$ cat config.mk
export PLATFORM = sky130hd
export DESIGN_NAME = uart_enhanced_feature_control
export DESIGN_NICKNAME = d
export VERILOG_FILES = /design/src/rtl/uart_efc_pkg.sv /design/src/rtl/uart_enhanced_feature_control.sv
export SDC_FILE = /design/constraint.sdc
export NUM_CORES = 1
export LEC_CHECK = 0
export ABC_AREA = 1
export BUFFER_PORTS_ARGS = -buffer_cell sky130_fd_sc_hd__buf_2
export CAP_MARGIN = 20
export CORE_MARGIN = 2
export CORE_UTILIZATION = 45
export DETAILED_ROUTE_END_ITERATION = 8
export GPL_ROUTABILITY_DRIVEN = 1
export PLACE_DENSITY = 0.68
export SETUP_SLACK_MARGIN = 0.2
export SLEW_MARGIN = 5
export SYNTH_ARGS = -nofsm -noshare
export SYNTH_HDL_FRONTEND = slang
export SYNTH_SLANG_ARGS = --single-unit
$ cat constraint.sdc
create_clock -name clk_i -period 4.4 [get_ports clk_i]
set_input_delay 0.22 -clock clk_i [delete_from_list [all_inputs] [get_ports clk_i]]
set_output_delay 0.22 -clock clk_i [all_outputs]
set_load 0.05 [all_outputs]
$ cat src/rtl/uart_efc_pkg.sv
package uart_efc_pkg;

  // Byte addresses of the register words on the APB bus.
  localparam logic [7:0] ADDR_LINE_CTRL = 8'h00;
  localparam logic [7:0] ADDR_SCRATCH = 8'h04;
  localparam logic [7:0] ADDR_FEATURE = 8'h08;
  localparam logic [7:0] ADDR_ENH_SELECT = 8'h0C;
  localparam logic [7:0] ADDR_TRIG_LEVEL = 8'h10;
  localparam logic [7:0] ADDR_XON1 = 8'h14;
  localparam logic [7:0] ADDR_XON2 = 8'h18;
  localparam logic [7:0] ADDR_XOFF1 = 8'h1C;
  localparam logic [7:0] ADDR_XOFF2 = 8'h20;

  // Values after reset.
  localparam logic [7:0] RST_LINE_CTRL = 8'h00;
  localparam logic [7:0] RST_SCRATCH = 8'hFF;
  localparam logic [7:0] RST_FEATURE = 8'h00;
  localparam logic [7:0] RST_ENH_SELECT = 8'h00;
  localparam logic [7:0] RST_MODE_SELECT = 8'h00;
  localparam logic [7:0] RST_FLOW_CHAR = 8'h00;
  localparam logic [7:0] RST_TRIG_LEVEL = 8'h00;

  // Line control value that opens the enhanced register set.
  localparam logic [7:0] LINE_CTRL_ENH_KEY = 8'hBF;

  // Field positions in the feature control register.
  localparam int unsigned FEAT_HYST_LO = 0;
  localparam int unsigned FEAT_IRDA_INV = 2;
  localparam int unsigned FEAT_AUTO_DIR = 3;
  localparam int unsigned FEAT_TABLE_LO = 4;
  localparam int unsigned FEAT_SWAP = 6;
  localparam int unsigned FEAT_TX_SEL = 7;

  // Field positions in the enhanced feature select register.
  localparam int unsigned EFS_RX_LO = 0;
  localparam int unsigned EFS_TX_LO = 2;

  // Field positions in the enhanced mode select register.
  localparam int unsigned EMS_COUNT_LO = 0;
  localparam int unsigned EMS_HYST_LO = 4;

  // Only the defined mode select bits are kept; the rest are stored as zero.
  localparam logic [7:0] EMS_KEEP_MASK = 8'h33;

  // Trigger table selection.
  typedef enum logic [1:0] {
    TABLE_A = 2'b00,
    TABLE_B = 2'b01,
    TABLE_C = 2'b10,
    TABLE_D = 2'b11
  } trig_table_t;

  // Software flow control selection for one direction.
  typedef enum logic [1:0] {
    FLOW_NONE = 2'b00,
    FLOW_SECOND = 2'b01,
    FLOW_FIRST = 2'b10,
    FLOW_BOTH = 2'b11
  } flow_sel_t;

  // Level counter modes seen through the scratch location.
  typedef enum logic [1:0] {
    COUNT_RX = 2'b00,
    COUNT_TX = 2'b01,
    COUNT_RX_ALT = 2'b10,
    COUNT_ALTERNATE = 2'b11
  } count_mode_t;

  // Receive sequence matcher states.
  typedef enum logic [1:0] {
    MATCH_IDLE = 2'b00,
    MATCH_ON_FIRST = 2'b01,
    MATCH_OFF_FIRST = 2'b10
  } match_state_t;

  // Transmit flow character sender states.
  typedef enum logic [1:0] {
    SEND_IDLE = 2'b00,
    SEND_FIRST = 2'b01,
    SEND_SECOND = 2'b11
  } send_state_t;

endpackage

$ cat src/rtl/uart_enhanced_feature_control.sv
`timescale 1ns/10ps

module uart_enhanced_feature_control #(
  parameter int unsigned FIFO_DEPTH = 128,
  parameter int unsigned COUNT_W = 8
) (
  input wire logic clk_i,
  input wire logic reset_i,
  input wire logic psel_i,
  input wire logic penable_i,
  input wire logic pwrite_i,
  input wire logic [7:0] paddr_i,
  input wire logic [31:0] pwdata_i,
  output logic [31:0] prdata_o,
  output logic pready_o,
  output logic pslverr_o,
  input wire logic [COUNT_W-1:0] rx_fifo_count_i,
  input wire logic [COUNT_W-1:0] tx_fifo_count_i,
  input wire logic tx_fifo_write_i,
  input wire logic tx_hold_empty_i,
  input wire logic tx_shift_empty_i,
  input wire logic bit_tick_i,
  input wire logic half_duplex_pin_n_i,
  input wire logic rts_gp_n_i,
  input wire logic rx_serial_i,
  output logic rx_irda_o,
  output logic rts_n_o,
  output logic tx_irq_o,
  output logic [7:0] rx_trigger_o,
  output logic [7:0] tx_trigger_o,
  output logic [1:0] trig_table_o,
  output logic [1:0] rts_hyst_o,
  output logic [1:0] ext_hyst_o,
  input wire logic [7:0] rx_char_i,
  input wire logic rx_char_valid_i,
  output logic xon_seen_o,
  output logic xoff_seen_o,
  input wire logic send_xon_i,
  input wire logic send_xoff_i,
  output logic [7:0] flow_char_o,
  output logic flow_valid_o,
  input wire logic flow_ready_i
);

  // Occupancy clipped to the FIFO depth, so a glitching counter never
  // reports more characters than the FIFO can hold.
  function automatic logic [7:0] clamp_count(input logic [COUNT_W-1:0] c);
    logic [7:0] res;
    res = 8'(c);
    if (32'(c) > FIFO_DEPTH) begin
      res = 8'(FIFO_DEPTH);
    end
    return res;
  endfunction

  // Software visible registers.
  logic [7:0] line_control_reg_r;
  logic [7:0] scratch_r;
  logic [7:0] feature_control_r;
  logic [7:0] enhanced_feature_select_r;
  logic [7:0] enhanced_mode_select_r;
  logic [7:0] rx_trig_r;
  logic [7:0] tx_trig_r;
  logic [7:0] xon1_r;
  logic [7:0] xon2_r;
  logic [7:0] xoff1_r;
  logic [7:0] xoff2_r;
  // Alternate counter mode: next read shows the transmit count.
  logic alt_tx_r;
  // Read data is captured in the setup cycle.
  logic [7:0] rdata_r;

  // Bus decode.
  wire setup_w = psel_i && !penable_i;
  wire access_w = psel_i && penable_i;
  wire enh_open_w = (line_control_reg_r == uart_efc_pkg::LINE_CTRL_ENH_KEY);
  wire hit_line_w = (paddr_i == uart_efc_pkg::ADDR_LINE_CTRL);
  wire hit_scr_w = (paddr_i == uart_efc_pkg::ADDR_SCRATCH);
  wire hit_feat_w = (paddr_i == uart_efc_pkg::ADDR_FEATURE);
  wire hit_efs_w = (paddr_i == uart_efc_pkg::ADDR_ENH_SELECT);
  wire hit_trig_w = (paddr_i == uart_efc_pkg::ADDR_TRIG_LEVEL);
  wire hit_xon1_w = (paddr_i == uart_efc_pkg::ADDR_XON1);
  wire hit_xon2_w = (paddr_i == uart_efc_pkg::ADDR_XON2);
  wire hit_xoff1_w = (paddr_i == uart_efc_pkg::ADDR_XOFF1);
  wire hit_xoff2_w = (paddr_i == uart_efc_pkg::ADDR_XOFF2);
  wire hit_any_w = hit_line_w || hit_scr_w || hit_feat_w || hit_efs_w ||
                   hit_trig_w || hit_xon1_w || hit_xon2_w || hit_xoff1_w ||
                   hit_xoff2_w;
  // The trigger and count word answers only behind the key value.
  wire bad_w = !hit_any_w || (hit_trig_w && !enh_open_w);
  wire wr_w = access_w && pwrite_i && !bad_w;
  wire rd_done_w = access_w && !pwrite_i && !bad_w;
  wire [7:0] wd_w = pwdata_i[7:0];

  // Field views.
  wire swap_w = feature_control_r[uart_efc_pkg::FEAT_SWAP];
  wire tx_sel_w = feature_control_r[uart_efc_pkg::FEAT_TX_SEL];
  wire irda_inv_w = feature_control_r[uart_efc_pkg::FEAT_IRDA_INV];
  wire [1:0] table_w = feature_control_r[uart_efc_pkg::FEAT_TABLE_LO +: 2];
  wire [1:0] rx_flow_w =
    enhanced_feature_select_r[uart_efc_pkg::EFS_RX_LO +: 2];
  wire [1:0] tx_flow_w =
    enhanced_feature_select_r[uart_efc_pkg::EFS_TX_LO +: 2];
  wire [1:0] count_mode_w =
    enhanced_mode_select_r[uart_efc_pkg::EMS_COUNT_LO +: 2];
  wire [7:0] rx_count_w = clamp_count(rx_fifo_count_i);
  wire [7:0] tx_count_w = clamp_count(tx_fifo_count_i);

  wire [7:0] data_count_w = tx_sel_w ? tx_count_w : rx_count_w;
  wire level_tx_w =
    (count_mode_w == uart_efc_pkg::COUNT_TX) ||
    ((count_mode_w == uart_efc_pkg::COUNT_ALTERNATE) && alt_tx_r);
  wire [7:0] level_w = level_tx_w ? tx_count_w : rx_count_w;
  wire [7:0] scr_rd_w = swap_w ? level_w : scratch_r;

  // Read multiplexer; the trigger word reads back the data count.
  wire [7:0] rd8_w =
    hit_line_w ? line_control_reg_r :
    hit_scr_w ? scr_rd_w :
    hit_feat_w ? feature_control_r :
    hit_efs_w ? enhanced_feature_select_r :
    (hit_trig_w && enh_open_w) ? data_count_w :
    hit_xon1_w ? xon1_r :
    hit_xon2_w ? xon2_r :
    hit_xoff1_w ? xoff1_r :
    hit_xoff2_w ? xoff2_r : 8'h00;

  // Zero wait states: every access completes in its first access cycle.
  assign pready_o = 1'b1;
  assign pslverr_o = access_w && bad_w;
  assign prdata_o = {24'h00_0000, rdata_r};

  // Capture read data in the setup cycle; an error answer reads zero.
  always_ff @(posedge clk_i) begin
    if (reset_i) begin
      rdata_r <= 8'h00;
    end else if (setup_w) begin
      rdata_r <= (pwrite_i || bad_w) ? 8'h00 : rd8_w;
    end
  end

  // Plain control registers written on a completed access.
  always_ff @(posedge clk_i) begin
    if (reset_i) begin
      line_control_reg_r <= uart_efc_pkg::RST_LINE_CTRL;
      feature_control_r <= uart_efc_pkg::RST_FEATURE;
      enhanced_feature_select_r <= uart_efc_pkg::RST_ENH_SELECT;
      xon1_r <= uart_efc_pkg::RST_FLOW_CHAR;
      xon2_r <= uart_efc_pkg::RST_FLOW_CHAR;
      xoff1_r <= uart_efc_pkg::RST_FLOW_CHAR;
      xoff2_r <= uart_efc_pkg::RST_FLOW_CHAR;
    end else if (wr_w) begin
      if (hit_line_w) line_control_reg_r <= wd_w;
      if (hit_feat_w) feature_control_r <= wd_w;
      if (hit_efs_w) enhanced_feature_select_r <= wd_w;
      if (hit_xon1_w) xon1_r <= wd_w;
      if (hit_xon2_w) xon2_r <= wd_w;
      if (hit_xoff1_w) xoff1_r <= wd_w;
      if (hit_xoff2_w) xoff2_r <= wd_w;
    end
  end

  // Trigger levels: the direction bit picks the target of each write.
  always_ff @(posedge clk_i) begin
    if (reset_i) begin
      rx_trig_r <= uart_efc_pkg::RST_TRIG_LEVEL;
      tx_trig_r <= uart_efc_pkg::RST_TRIG_LEVEL;
    end else if (wr_w && hit_trig_w) begin
      if (tx_sel_w) begin
        tx_trig_r <= wd_w;
      end else begin
        rx_trig_r <= wd_w;
      end
    end
  end

  // Scratch location: storage, or mode select when swapped.
  always_ff @(posedge clk_i) begin
    if (reset_i) begin
      scratch_r <= uart_efc_pkg::RST_SCRATCH;
      enhanced_mode_select_r <= uart_efc_pkg::RST_MODE_SELECT;
    end else if (wr_w && hit_scr_w) begin
      if (swap_w) begin
        enhanced_mode_select_r <= wd_w & uart_efc_pkg::EMS_KEEP_MASK;
      end else begin
        scratch_r <= wd_w;
      end
    end
  end

  // Alternate mode starts with the receive count after each mode write,
  // then flips on every completed level read.
  always_ff @(posedge clk_i) begin
    if (reset_i) begin
      alt_tx_r <= 1'b0;
    end else if (wr_w && hit_scr_w && swap_w) begin
      alt_tx_r <= 1'b0;
    end else if (rd_done_w && hit_scr_w && swap_w &&
                 count_mode_w == uart_efc_pkg::COUNT_ALTERNATE) begin
      alt_tx_r <= !alt_tx_r;
    end
  end

  // programmed level only for table D.
  wire table_d_w = (table_w == uart_efc_pkg::TABLE_D);
  assign rx_trigger_o = table_d_w ? rx_trig_r : 8'h00;
  assign tx_trigger_o = table_d_w ? tx_trig_r : 8'h00;
  assign trig_table_o = table_w;
  assign rts_hyst_o = feature_control_r[uart_efc_pkg::FEAT_HYST_LO +: 2];
  assign ext_hyst_o = enhanced_mode_select_r[uart_efc_pkg::EMS_HYST_LO +: 2];

  // polarity of the receive input, registered so the decoder sees
  // a clean level that follows the input, inverted while the invert bit is set.
  always_ff @(posedge clk_i) begin
    if (reset_i) begin
      rx_irda_o <= 1'b0;
    end else begin
      rx_irda_o <= irda_inv_w ? !rx_serial_i : rx_serial_i;
    end
  end

  wire auto_dir_w = !half_duplex_pin_n_i ||
                    feature_control_r[uart_efc_pkg::FEAT_AUTO_DIR];
  // Direction level (high is receive) and the one-bit wait after drain.
  logic dir_r;
  logic dir_wait_r;
  logic dir_nxt;
  logic dir_wait_nxt;
  wire drained_w = tx_shift_empty_i && tx_hold_empty_i;

  // Direction next state; a FIFO write beats a pending bit tick.
  always_comb begin
    dir_nxt = dir_r;
    dir_wait_nxt = dir_wait_r;
    if (tx_fifo_write_i) begin
      dir_nxt = 1'b0;
      dir_wait_nxt = 1'b0;
    end else if (dir_wait_r && !drained_w) begin
      dir_wait_nxt = 1'b0;
    end else if (dir_wait_r && bit_tick_i) begin
      dir_nxt = 1'b1;
      dir_wait_nxt = 1'b0;
    end else if (!dir_r && drained_w && !dir_wait_r) begin
      dir_wait_nxt = 1'b1;
    end
  end

  always_ff @(posedge clk_i) begin
    if (reset_i) begin
      dir_r <= 1'b1;
      dir_wait_r <= 1'b0;
    end else begin
      dir_r <= dir_nxt;
      dir_wait_r <= dir_wait_nxt;
    end
  end

  // output choice by pin and bit.
  assign rts_n_o = auto_dir_w ? dir_r : rts_gp_n_i;
  assign tx_irq_o = auto_dir_w ? drained_w : tx_hold_empty_i;

  wire rx_both_w = (rx_flow_w == uart_efc_pkg::FLOW_BOTH);
  wire tx_single_w = (tx_flow_w == uart_efc_pkg::FLOW_FIRST) ||
                     (tx_flow_w == uart_efc_pkg::FLOW_SECOND);
  wire seq_mode_w = rx_both_w && !tx_single_w;
  wire take1_w = (rx_flow_w == uart_efc_pkg::FLOW_FIRST) ||
                 (rx_both_w && tx_single_w);
  wire take2_w = (rx_flow_w == uart_efc_pkg::FLOW_SECOND) ||
                 (rx_both_w && tx_single_w);
  wire on_single_w = (take1_w && rx_char_i == xon1_r) ||
                     (take2_w && rx_char_i == xon2_r);
  wire off_single_w = (take1_w && rx_char_i == xoff1_r) ||
                      (take2_w && rx_char_i == xoff2_r);

  uart_efc_pkg::match_state_t match_r;
  uart_efc_pkg::match_state_t match_nxt;
  logic on_nxt;
  logic off_nxt;

  always_comb begin
    match_nxt = match_r;
    on_nxt = 1'b0;
    off_nxt = 1'b0;
    if (rx_char_valid_i && seq_mode_w) begin
      // A character that breaks a sequence may itself start a new one.
      match_nxt = (rx_char_i == xon1_r) ? uart_efc_pkg::MATCH_ON_FIRST :
                  (rx_char_i == xoff1_r) ? uart_efc_pkg::MATCH_OFF_FIRST :
                  uart_efc_pkg::MATCH_IDLE;
      case (match_r)
        uart_efc_pkg::MATCH_ON_FIRST: begin
          if (rx_char_i == xon2_r) begin
            on_nxt = 1'b1;
            match_nxt = uart_efc_pkg::MATCH_IDLE;
          end
        end
        uart_efc_pkg::MATCH_OFF_FIRST: begin
          if (rx_char_i == xoff2_r) begin
            off_nxt = 1'b1;
            match_nxt = uart_efc_pkg::MATCH_IDLE;
          end
        end
        default: begin
        end
      endcase
    end else if (rx_char_valid_i) begin
      on_nxt = on_single_w;
      off_nxt = off_single_w && !on_single_w;
      match_nxt = uart_efc_pkg::MATCH_IDLE;
    end
  end

  always_ff @(posedge clk_i) begin
    if (reset_i) begin
      match_r <= uart_efc_pkg::MATCH_IDLE;
      xon_seen_o <= 1'b0;
      xoff_seen_o <= 1'b0;
    end else begin
      match_r <= match_nxt;
      xon_seen_o <= on_nxt;
      xoff_seen_o <= off_nxt;
    end
  end

  uart_efc_pkg::send_state_t send_r;
  logic send_off_r;
  wire send_req_w = (send_xon_i || send_xoff_i) &&
                    (tx_flow_w != uart_efc_pkg::FLOW_NONE);
  wire req_off_w = send_xoff_i;

  // Off takes priority when both requests arrive together.
  always_ff @(posedge clk_i) begin
    if (reset_i) begin
      send_r <= uart_efc_pkg::SEND_IDLE;
      send_off_r <= 1'b0;
      flow_char_o <= 8'h00;
    end else begin
      case (send_r)
        uart_efc_pkg::SEND_IDLE: begin
          if (send_req_w) begin
            send_off_r <= req_off_w;
            send_r <= uart_efc_pkg::SEND_FIRST;
            if (tx_flow_w == uart_efc_pkg::FLOW_SECOND) begin
              flow_char_o <= req_off_w ? xoff2_r : xon2_r;
            end else begin
              flow_char_o <= req_off_w ? xoff1_r : xon1_r;
            end
          end
        end
        uart_efc_pkg::SEND_FIRST: begin
          if (flow_ready_i && tx_flow_w == uart_efc_pkg::FLOW_BOTH) begin
            send_r <= uart_efc_pkg::SEND_SECOND;
            flow_char_o <= send_off_r ? xoff2_r : xon2_r;
          end else if (flow_ready_i) begin
            send_r <= uart_efc_pkg::SEND_IDLE;
          end
        end
        uart_efc_pkg::SEND_SECOND: begin
          if (flow_ready_i) begin
            send_r <= uart_efc_pkg::SEND_IDLE;
          end
        end
        default: begin
          send_r <= uart_efc_pkg::SEND_IDLE;
        end
      endcase
    end
  end

  assign flow_valid_o = (send_r != uart_efc_pkg::SEND_IDLE);
endmodule

* Word level (Yosys, flattened, before mapping) *
Index checks and enable logic that the tools add are counted.
W data, S select, Z words.

word-level totals
  register bits = 111
  input bits = 80
  output and inout bits = 70
  word-level logic and storage cells = 189

operators by class
  magnitude comparators = 2
  eq/ne operators = 29
  muxes and demuxes = 49
  bitwise logic cells = 2
  reductions and logical operators = 85

operators with widths
  operator              number
  $mux W8               23
  $eq A8 B5 Y1 const B  4
  $eq A8 B8 Y1          4
  $logic_and A1 B1 Y1   31
  $reduce_and A2 Y1     13
  $logic_or A1 B1 Y1    18
  $mux W2               9
  $eq A2 B2 Y1 const B  8
  $eq A8 B4 Y1 const B  2
  $gt A8 B8 Y1 const B  2
  $pmux W8 S2           1
  $mux W1               14
  $logic_not A1 Y1      13
  $eq A2 B1 Y1 const B  5
  $reduce_bool A2 Y1    5
  $eq A8 B3 Y1 const B  1
  $eq A8 B6 Y1 const B  1
  $eq A8 B8 Y1 const B  1
  $logic_not A8 Y1      1
  $ne A2 B2 Y1 const B  3
  $pmux W2 S3           1
  $pmux W2 S2           1
  $reduce_or A4 Y1      1
  $reduce_and A3 Y1     1
  3 further kinds       4

* Logic depth before layout (Yosys ltp) *
  depth in word-level cells = 16
  mapped depth = 15
  mapped depth without buffers = 15

* Worst setup path before layout *
OpenSTA, ideal clock, no wires.

  path kind = input to output
  start = input port paddr_i[5]
  end = output port pslverr_o
  data arrival time = 1684 ps
  required time = 4180 ps
  slack = 2496 ps
  stages = 9
  buffers on the path = 1
  cell sequence = inv_2 > nand2_1 > nor2_4 > nand2_2 > inv_4 > nor2_2 > nand4_4 > buf_6 > nor2_1

on the way
  longest elaborated chain between the ends = 12
  elaborated cells on any way between the ends = 21
  those cells by class = eq/ne: 8; reduce/logical: 13

RTL lines
  what                                                     line                                                                      source
  start, declared                                          uart_enhanced_feature_control.sv:12                                       input wire logic [7:0] paddr_i,
  $eq A8 B3 Y1 / $logic_not A8 Y1 (equally long branches)  uart_enhanced_feature_control.sv:78, uart_enhanced_feature_control.sv:77
  $logic_or A1 B1 Y1 (4 in a row)                          uart_enhanced_feature_control.sv:86                                       wire hit_any_w = hit_line_w || hit_scr_w || hit_feat_w || hit_efs_w ||
  $logic_or A1 B1 Y1 (4 in a row)                          uart_enhanced_feature_control.sv:87                                       hit_trig_w || hit_xon1_w || hit_xon2_w || hit_xoff1_w ||
  $logic_not A1 Y1                                         uart_enhanced_feature_control.sv:90                                       wire bad_w = !hit_any_w || (hit_trig_w && !enh_open_w);
  $logic_or A1 B1 Y1 (*)                                   uart_enhanced_feature_control.sv:90
  $logic_and A1 B1 Y1 (*)                                  uart_enhanced_feature_control.sv:130                                      assign pslverr_o = access_w && bad_w;
  end, declared                                            uart_enhanced_feature_control.sv:16                                       output logic pslverr_o,

Mark *: on every way between the ends. The rest lies on a longest branch, timed or not.

* Worst setup path after layout *
  start = register enhanced_feature_select_r[2]
  end = register match_r[1]

on the way
  longest elaborated chain between the ends = 6
  elaborated cells on any way between the ends = 8
  those cells by class = eq/ne: 2; mux: 1; reduce/logical: 5

RTL lines
  what                                                  line                                                                        source
  start, declared                                       uart_enhanced_feature_control.sv:60                                         logic [7:0] enhanced_feature_select_r;
  start signal, assigned                                uart_enhanced_feature_control.sv:147                                        enhanced_feature_select_r <= uart_efc_pkg::RST_ENH_SELECT;
  start signal, assigned                                uart_enhanced_feature_control.sv:155                                        if (hit_efs_w) enhanced_feature_select_r <= wd_w;
  $eq A2 B2 Y1 / $eq A2 B1 Y1 (equally long branches)   uart_enhanced_feature_control.sv:263, uart_enhanced_feature_control.sv:264
  $logic_or A1 B1 Y1 (*)                                uart_enhanced_feature_control.sv:263                                        wire tx_single_w = (tx_flow_w == uart_efc_pkg::FLOW_FIRST) ||
  $logic_not A1 Y1 (*)                                  uart_enhanced_feature_control.sv:265                                        wire seq_mode_w = rx_both_w && !tx_single_w;
  $logic_and A1 B1 Y1 (*)                               uart_enhanced_feature_control.sv:265
  $logic_and A1 B1 Y1 (*)                               uart_enhanced_feature_control.sv:284                                        if (rx_char_valid_i && seq_mode_w) begin
  $mux W2 / $reduce_bool A2 Y1 (equally long branches)  -
  end signal, assigned                                  uart_enhanced_feature_control.sv:314                                        match_r <= uart_efc_pkg::MATCH_IDLE;
  end signal, assigned                                  uart_enhanced_feature_control.sv:318                                        match_r <= match_nxt;
  end, declared                                         uart_enhanced_feature_control.sv:275                                        uart_efc_pkg::match_state_t match_r;

Marks and branches as above.
A chain may end at the register's enable or synchronous reset.

==> impl_metrics.prom <==
# TYPE chip_impl_metric gauge
chip_impl_info{name="hold_end",value="dir_wait_r$_SDFFE_PP0P_"} 1
chip_impl_metric{name="area.growth.synth_to_final",unit="%"} 9.82
chip_impl_info{name="final_common_cell",value="nor2_1"} 1
chip_impl_metric{name="drt-vias-per-instance",unit=""} 5.24
chip_impl_info{name="setup.worst_path.start_class",value="register"} 1
chip_impl_metric{name="post_place_setup_slack",unit="ns"} 2.02
chip_impl_info{name="dominant_combinational_cell_family_by_area_after_synthesis",value="simple AND/OR/NAND/NOR gates"} 1
chip_impl_metric{name="clkLatencyLatePin",unit="ns"} 0.36
chip_impl_info{name="synth.area.top_cells",value="dfxtp_1, nor2_1, nand2_1"} 1
chip_impl_info{name="hold_path.startpoint",value="bit_tick_i"} 1
chip_impl_metric{name="netlist_instances",unit=""} 983
chip_impl_metric{name="ff2ff_setup_slack",unit="ns"} 2.15
chip_impl_metric{name="worst_setup_hold_path_clk_slew",unit="ns"} 0.08
chip_impl_metric{name="timing.final.crit_share",unit="%"} 51.2
chip_impl_metric{name="chipWidth",unit="um"} 127
chip_impl_metric{name="worst_reg2reg_path_depth",unit=""} 7
chip_impl_metric{name="cts_sinks",unit=""} 111
chip_impl_metric{name="count_of_final_max_slew_check_failures",unit=""} 0
chip_impl_info{name="regToRegStartpoint",value="enhanced_feature_select_r[2]$_SDFFE_PP0P_"} 1
chip_impl_metric{name="finalHoldWorstSlack",unit="ns"} 0.0591
chip_impl_metric{name="postCtsSetupRepairBufs",unit=""} 0
chip_impl_metric{name="die_area",unit="mm2"} 0.0161
chip_impl_metric{name="synth_enable_flop_cells",unit=""} 0
chip_impl_metric{name="grt_util_all_layers",unit="%"} 24.5
chip_impl_metric{name="dpl.hpwl",unit="um"} 14600
chip_impl_metric{name="max_fanout_on_critical_path",unit=""} 5
chip_impl_info{name="final_cell_mix",value="nor2_1, nand2_1, inv_1"} 1
chip_impl_metric{name="antenna_found_initial",unit=""} 0
chip_impl_metric{name="post_route_cells_drive_above_1_share",unit="%"} 16.2
chip_impl_info{name="run_status",value="complete, no violations"} 1
chip_impl_metric{name="via_count",unit=""} 6472
chip_impl_metric{name="synthDistinctLibCells",unit=""} 43
chip_impl_metric{name="die_height",unit="um"} 127
chip_impl_metric{name="hold_depth",unit=""} 2
chip_impl_info{name="regToRegEndpoint",value="match_r[1]$_SDFFE_PP0P_"} 1
chip_impl_metric{name="floorplan.initialDensity",unit="%"} 46.3
chip_impl_metric{name="grt_first_pass_wirelength",unit="um"} 30700
chip_impl_metric{name="worstPathArrival",unit="ns"} 2.53
chip_impl_metric{name="fraction_of_the_mapped_netlist_area_in_compound_gates",unit="%"} 20.7
chip_impl_metric{name="synth_area_per_cell",unit="um2"} 6.89
chip_impl_metric{name="synthesis.area",unit="mm2"} 0.00678
chip_impl_metric{name="minimum_period_implied_by_the_final_worst_setup_slack",unit="ns"} 2.25
chip_impl_metric{name="maxCapViolations",unit=""} 0
chip_impl_metric{name="post_cts.resized_instances",unit=""} 0
chip_impl_info{name="endpoint_kind",value="register"} 1
chip_impl_metric{name="buffer_ports.inserted",unit=""} 100
chip_impl_metric{name="synth-warning-count",unit=""} 0
chip_impl_metric{name="power-per-cell-area",unit="mW/mm2"} 276
chip_impl_metric{name="post_synthesis_share_of_cell_area_spent_on_and_or_nand_and_nor_gates",unit="%"} 27.1
chip_impl_metric{name="synth_sequential_area_ratio",unit="%"} 32.8
chip_impl_metric{name="finClkSkew",unit="ns"} 0.00868
chip_impl_metric{name="detail_route.drc_violations",unit=""} 0
chip_impl_metric{name="ant_nets",unit=""} 0
chip_impl_metric{name="wl_per_cell",unit="um"} 16.0
chip_impl_metric{name="critPathRequiredTime",unit="ns"} 4.68
chip_impl_metric{name="maxSlewHeadroom",unit="%"} 30.2
chip_impl_metric{name="post_layout_worst_setup_margin",unit="ns"} 2.15
chip_impl_metric{name="h_tree_levels",unit=""} 3
chip_impl_metric{name="tritoncts.num_buffers",unit=""} 9
chip_impl_metric{name="synthArstFlopShare",unit="%"} 0
chip_impl_metric{name="postRouteWirelength",unit="um"} 19700
chip_impl_metric{name="postCtsHoldBufs",unit=""} 0
chip_impl_metric{name="design.portCount",unit=""} 150
chip_impl_metric{name="first_global_vias",unit=""} 5858
chip_impl_info{name="synth_largest_area_cell",value="dfxtp_1"} 1
chip_impl_metric{name="total_power",unit="mW"} 2.05
chip_impl_info{name="hp-class",value="in2reg"} 1
chip_impl_metric{name="floorplan.core_area",unit="mm2"} 0.0146
chip_impl_metric{name="finalSetupTns",unit="ns"} 0
chip_impl_info{name="tritoncts_clock_tree",value="done"} 1
chip_impl_metric{name="worst_slew_pin_slew",unit="ns"} 1.05
chip_impl_metric{name="first_pass_iters",unit=""} 5
chip_impl_metric{name="num_rows",unit=""} 44
chip_impl_info{name="dominantRegCellSynth",value="dfxtp_1"} 1
chip_impl_metric{name="grt_overflow_total",unit=""} 0
chip_impl_metric{name="synth.mux.area_fraction",unit="%"} 0
chip_impl_metric{name="yosys.area.top_type_share",unit="%"} 32.8
chip_impl_metric{name="ys_ff_latch",unit=""} 111
chip_impl_metric{name="synthXorXnorAreaFrac",unit="%"} 4.39
chip_impl_info{name="unrepaired_setup_endpoints_after_global_routing",value="false"} 1
chip_impl_info{name="setup.worst_path.class",value="reg2reg"} 1
chip_impl_metric{name="max-vdd-ir-drop",unit="mV"} 0.194
chip_impl_metric{name="ctsLongestPathBuffers",unit=""} 2
chip_impl_metric{name="finalHoldViolCount",unit=""} 0
chip_impl_metric{name="power.static_leakage",unit="nW"} 3.12
chip_impl_metric{name="timing.final.setup_violations",unit=""} 0
chip_impl_metric{name="grt_start_max_net_pins",unit=""} 83
chip_impl_info{name="clock_root_cell",value="clkbuf_16"} 1
chip_impl_metric{name="global_placement_routability_congestion",unit=""} 0.928
chip_impl_metric{name="synth_fa_ha_area_share",unit="%"} 0.923
chip_impl_metric{name="drt_iter0_drc",unit=""} 562
chip_impl_metric{name="maxClockFrequency",unit="GHz"} 0.444
chip_impl_metric{name="fin_nets",unit=""} 1131
power breakdown:
group | switching [mW] | internal (mW)
Combinational | 0.159 | 0.0455
Sequential | 0.000478 | 1.00
Clock | 0.398 | 0.447
Total | 0.558 | 1.50
synthesized netlist by cell type (2+ instances only):
cell,n
nand4_4,2
a211oi_1,26
o2111ai_1,2
xnor2_1,21
nor2_1,159
nand2_1,136
buf_6,7
nand3_1,50
nand3_4,3
ha_1,5
nor4_1,3
inv_2,2
a311oi_1,4
o21ai_0,64
buf_4,34
or2_2,7
nor3_1,8
nor2_4,5
dfxtp_1,111
a21oi_1,96
o22ai_1,3
buf_2,4
o21bai_1,2
a211oi_2,17
nor2_2,5
buf_1,3
inv_1,125
nand3_2,2
conb_1,2
o211ai_1,12
nand4_1,10
xor2_1,13
nand2_4,3
clkbuf_1,24
nand2_2,5
flip-flops by register name (all words and copies together) (netlist names), 4 cells and up:
register                   cells
enhanced_feature_select_r      8
enhanced_mode_select_r         4
feature_control_r              8
flow_char_o                    8
line_control_reg_r             8
rdata_r                        8
rx_trig_r                      8
scratch_r                      8
tx_trig_r                      8
xoff1_r                        8
xoff2_r                        8
xon1_r                         8
xon2_r                         8
critical path: stages, from the launching register on:
cell     delay, ns
dfxtp_1       0.38
inv_1         0.08
ha_1          0.32
nor4_1        0.82
inv_1         0.14
nor3_1        0.24
nand2_1       0.07
a21oi_1       0.11
layer usage:
| layer | wire length (um) | GRT usage [%] |
|---|---|---|
| met4 | 580 | 9.76 |
| met3 | 1040 | 3.92 |
| met5 | 0 | 0 |
| met2 | 9380 | 42.0 |
| met1 | 8720 | 30.8 |
metrics by stage:
stage | util (%) | cells | cell area [um2]
floorplan | - | 1006 | 6860
global placement | 48.8 | 1219 | 7150
detailed placement | 48.8 | 1219 | 7150
CTS | 50.8 | 1234 | 7440
global route | 50.8 | 1234 | 7440
finish | 50.8 | 1235 | 7440
how the worst max path moves through the flow:
stage                                        endpoint  cells after the start                                 startpoint
finish                        match_r[1]$_SDFFE_PP0P_                      7  enhanced_feature_select_r[2]$_SDFFE_PP0P_
detailed placement  feature_control_r[4]$_SDFFE_PP0P_                      9                                 paddr_i[7]
global placement    feature_control_r[2]$_SDFFE_PP0P_                      9                                 paddr_i[1]
global route                  match_r[1]$_SDFFE_PP0P_                      7  enhanced_feature_select_r[2]$_SDFFE_PP0P_
CTS                                         pslverr_o                      7         line_control_reg_r[6]$_SDFFE_PP0P_
floorplan                                   pslverr_o                      9                                 paddr_i[5]
final cells by class:
class,count,area [um2]
clock buffer,10,229
timing repair buffer,102,515
antenna,1,2.50
clock inverter,5,66.3
tap,184,230
fill,1515,7200
multi-input combinational,694,3690
inverter,128,483
sequential,111,2220
cell families (layout without fill, tap and decap cells):
logic type               after synthesis  count (layout)
AO/OA/AOI/OAI                        229             229
XOR/XNOR                              34              34
adder cells (fa/ha/maj)                5               5
buffers and inverters                201             245
flip-flops                           111             111
other                                  2              26
AND/OR/NAND/NOR                      401             401
No activity file was read; power rests on OpenSTA's default activity.
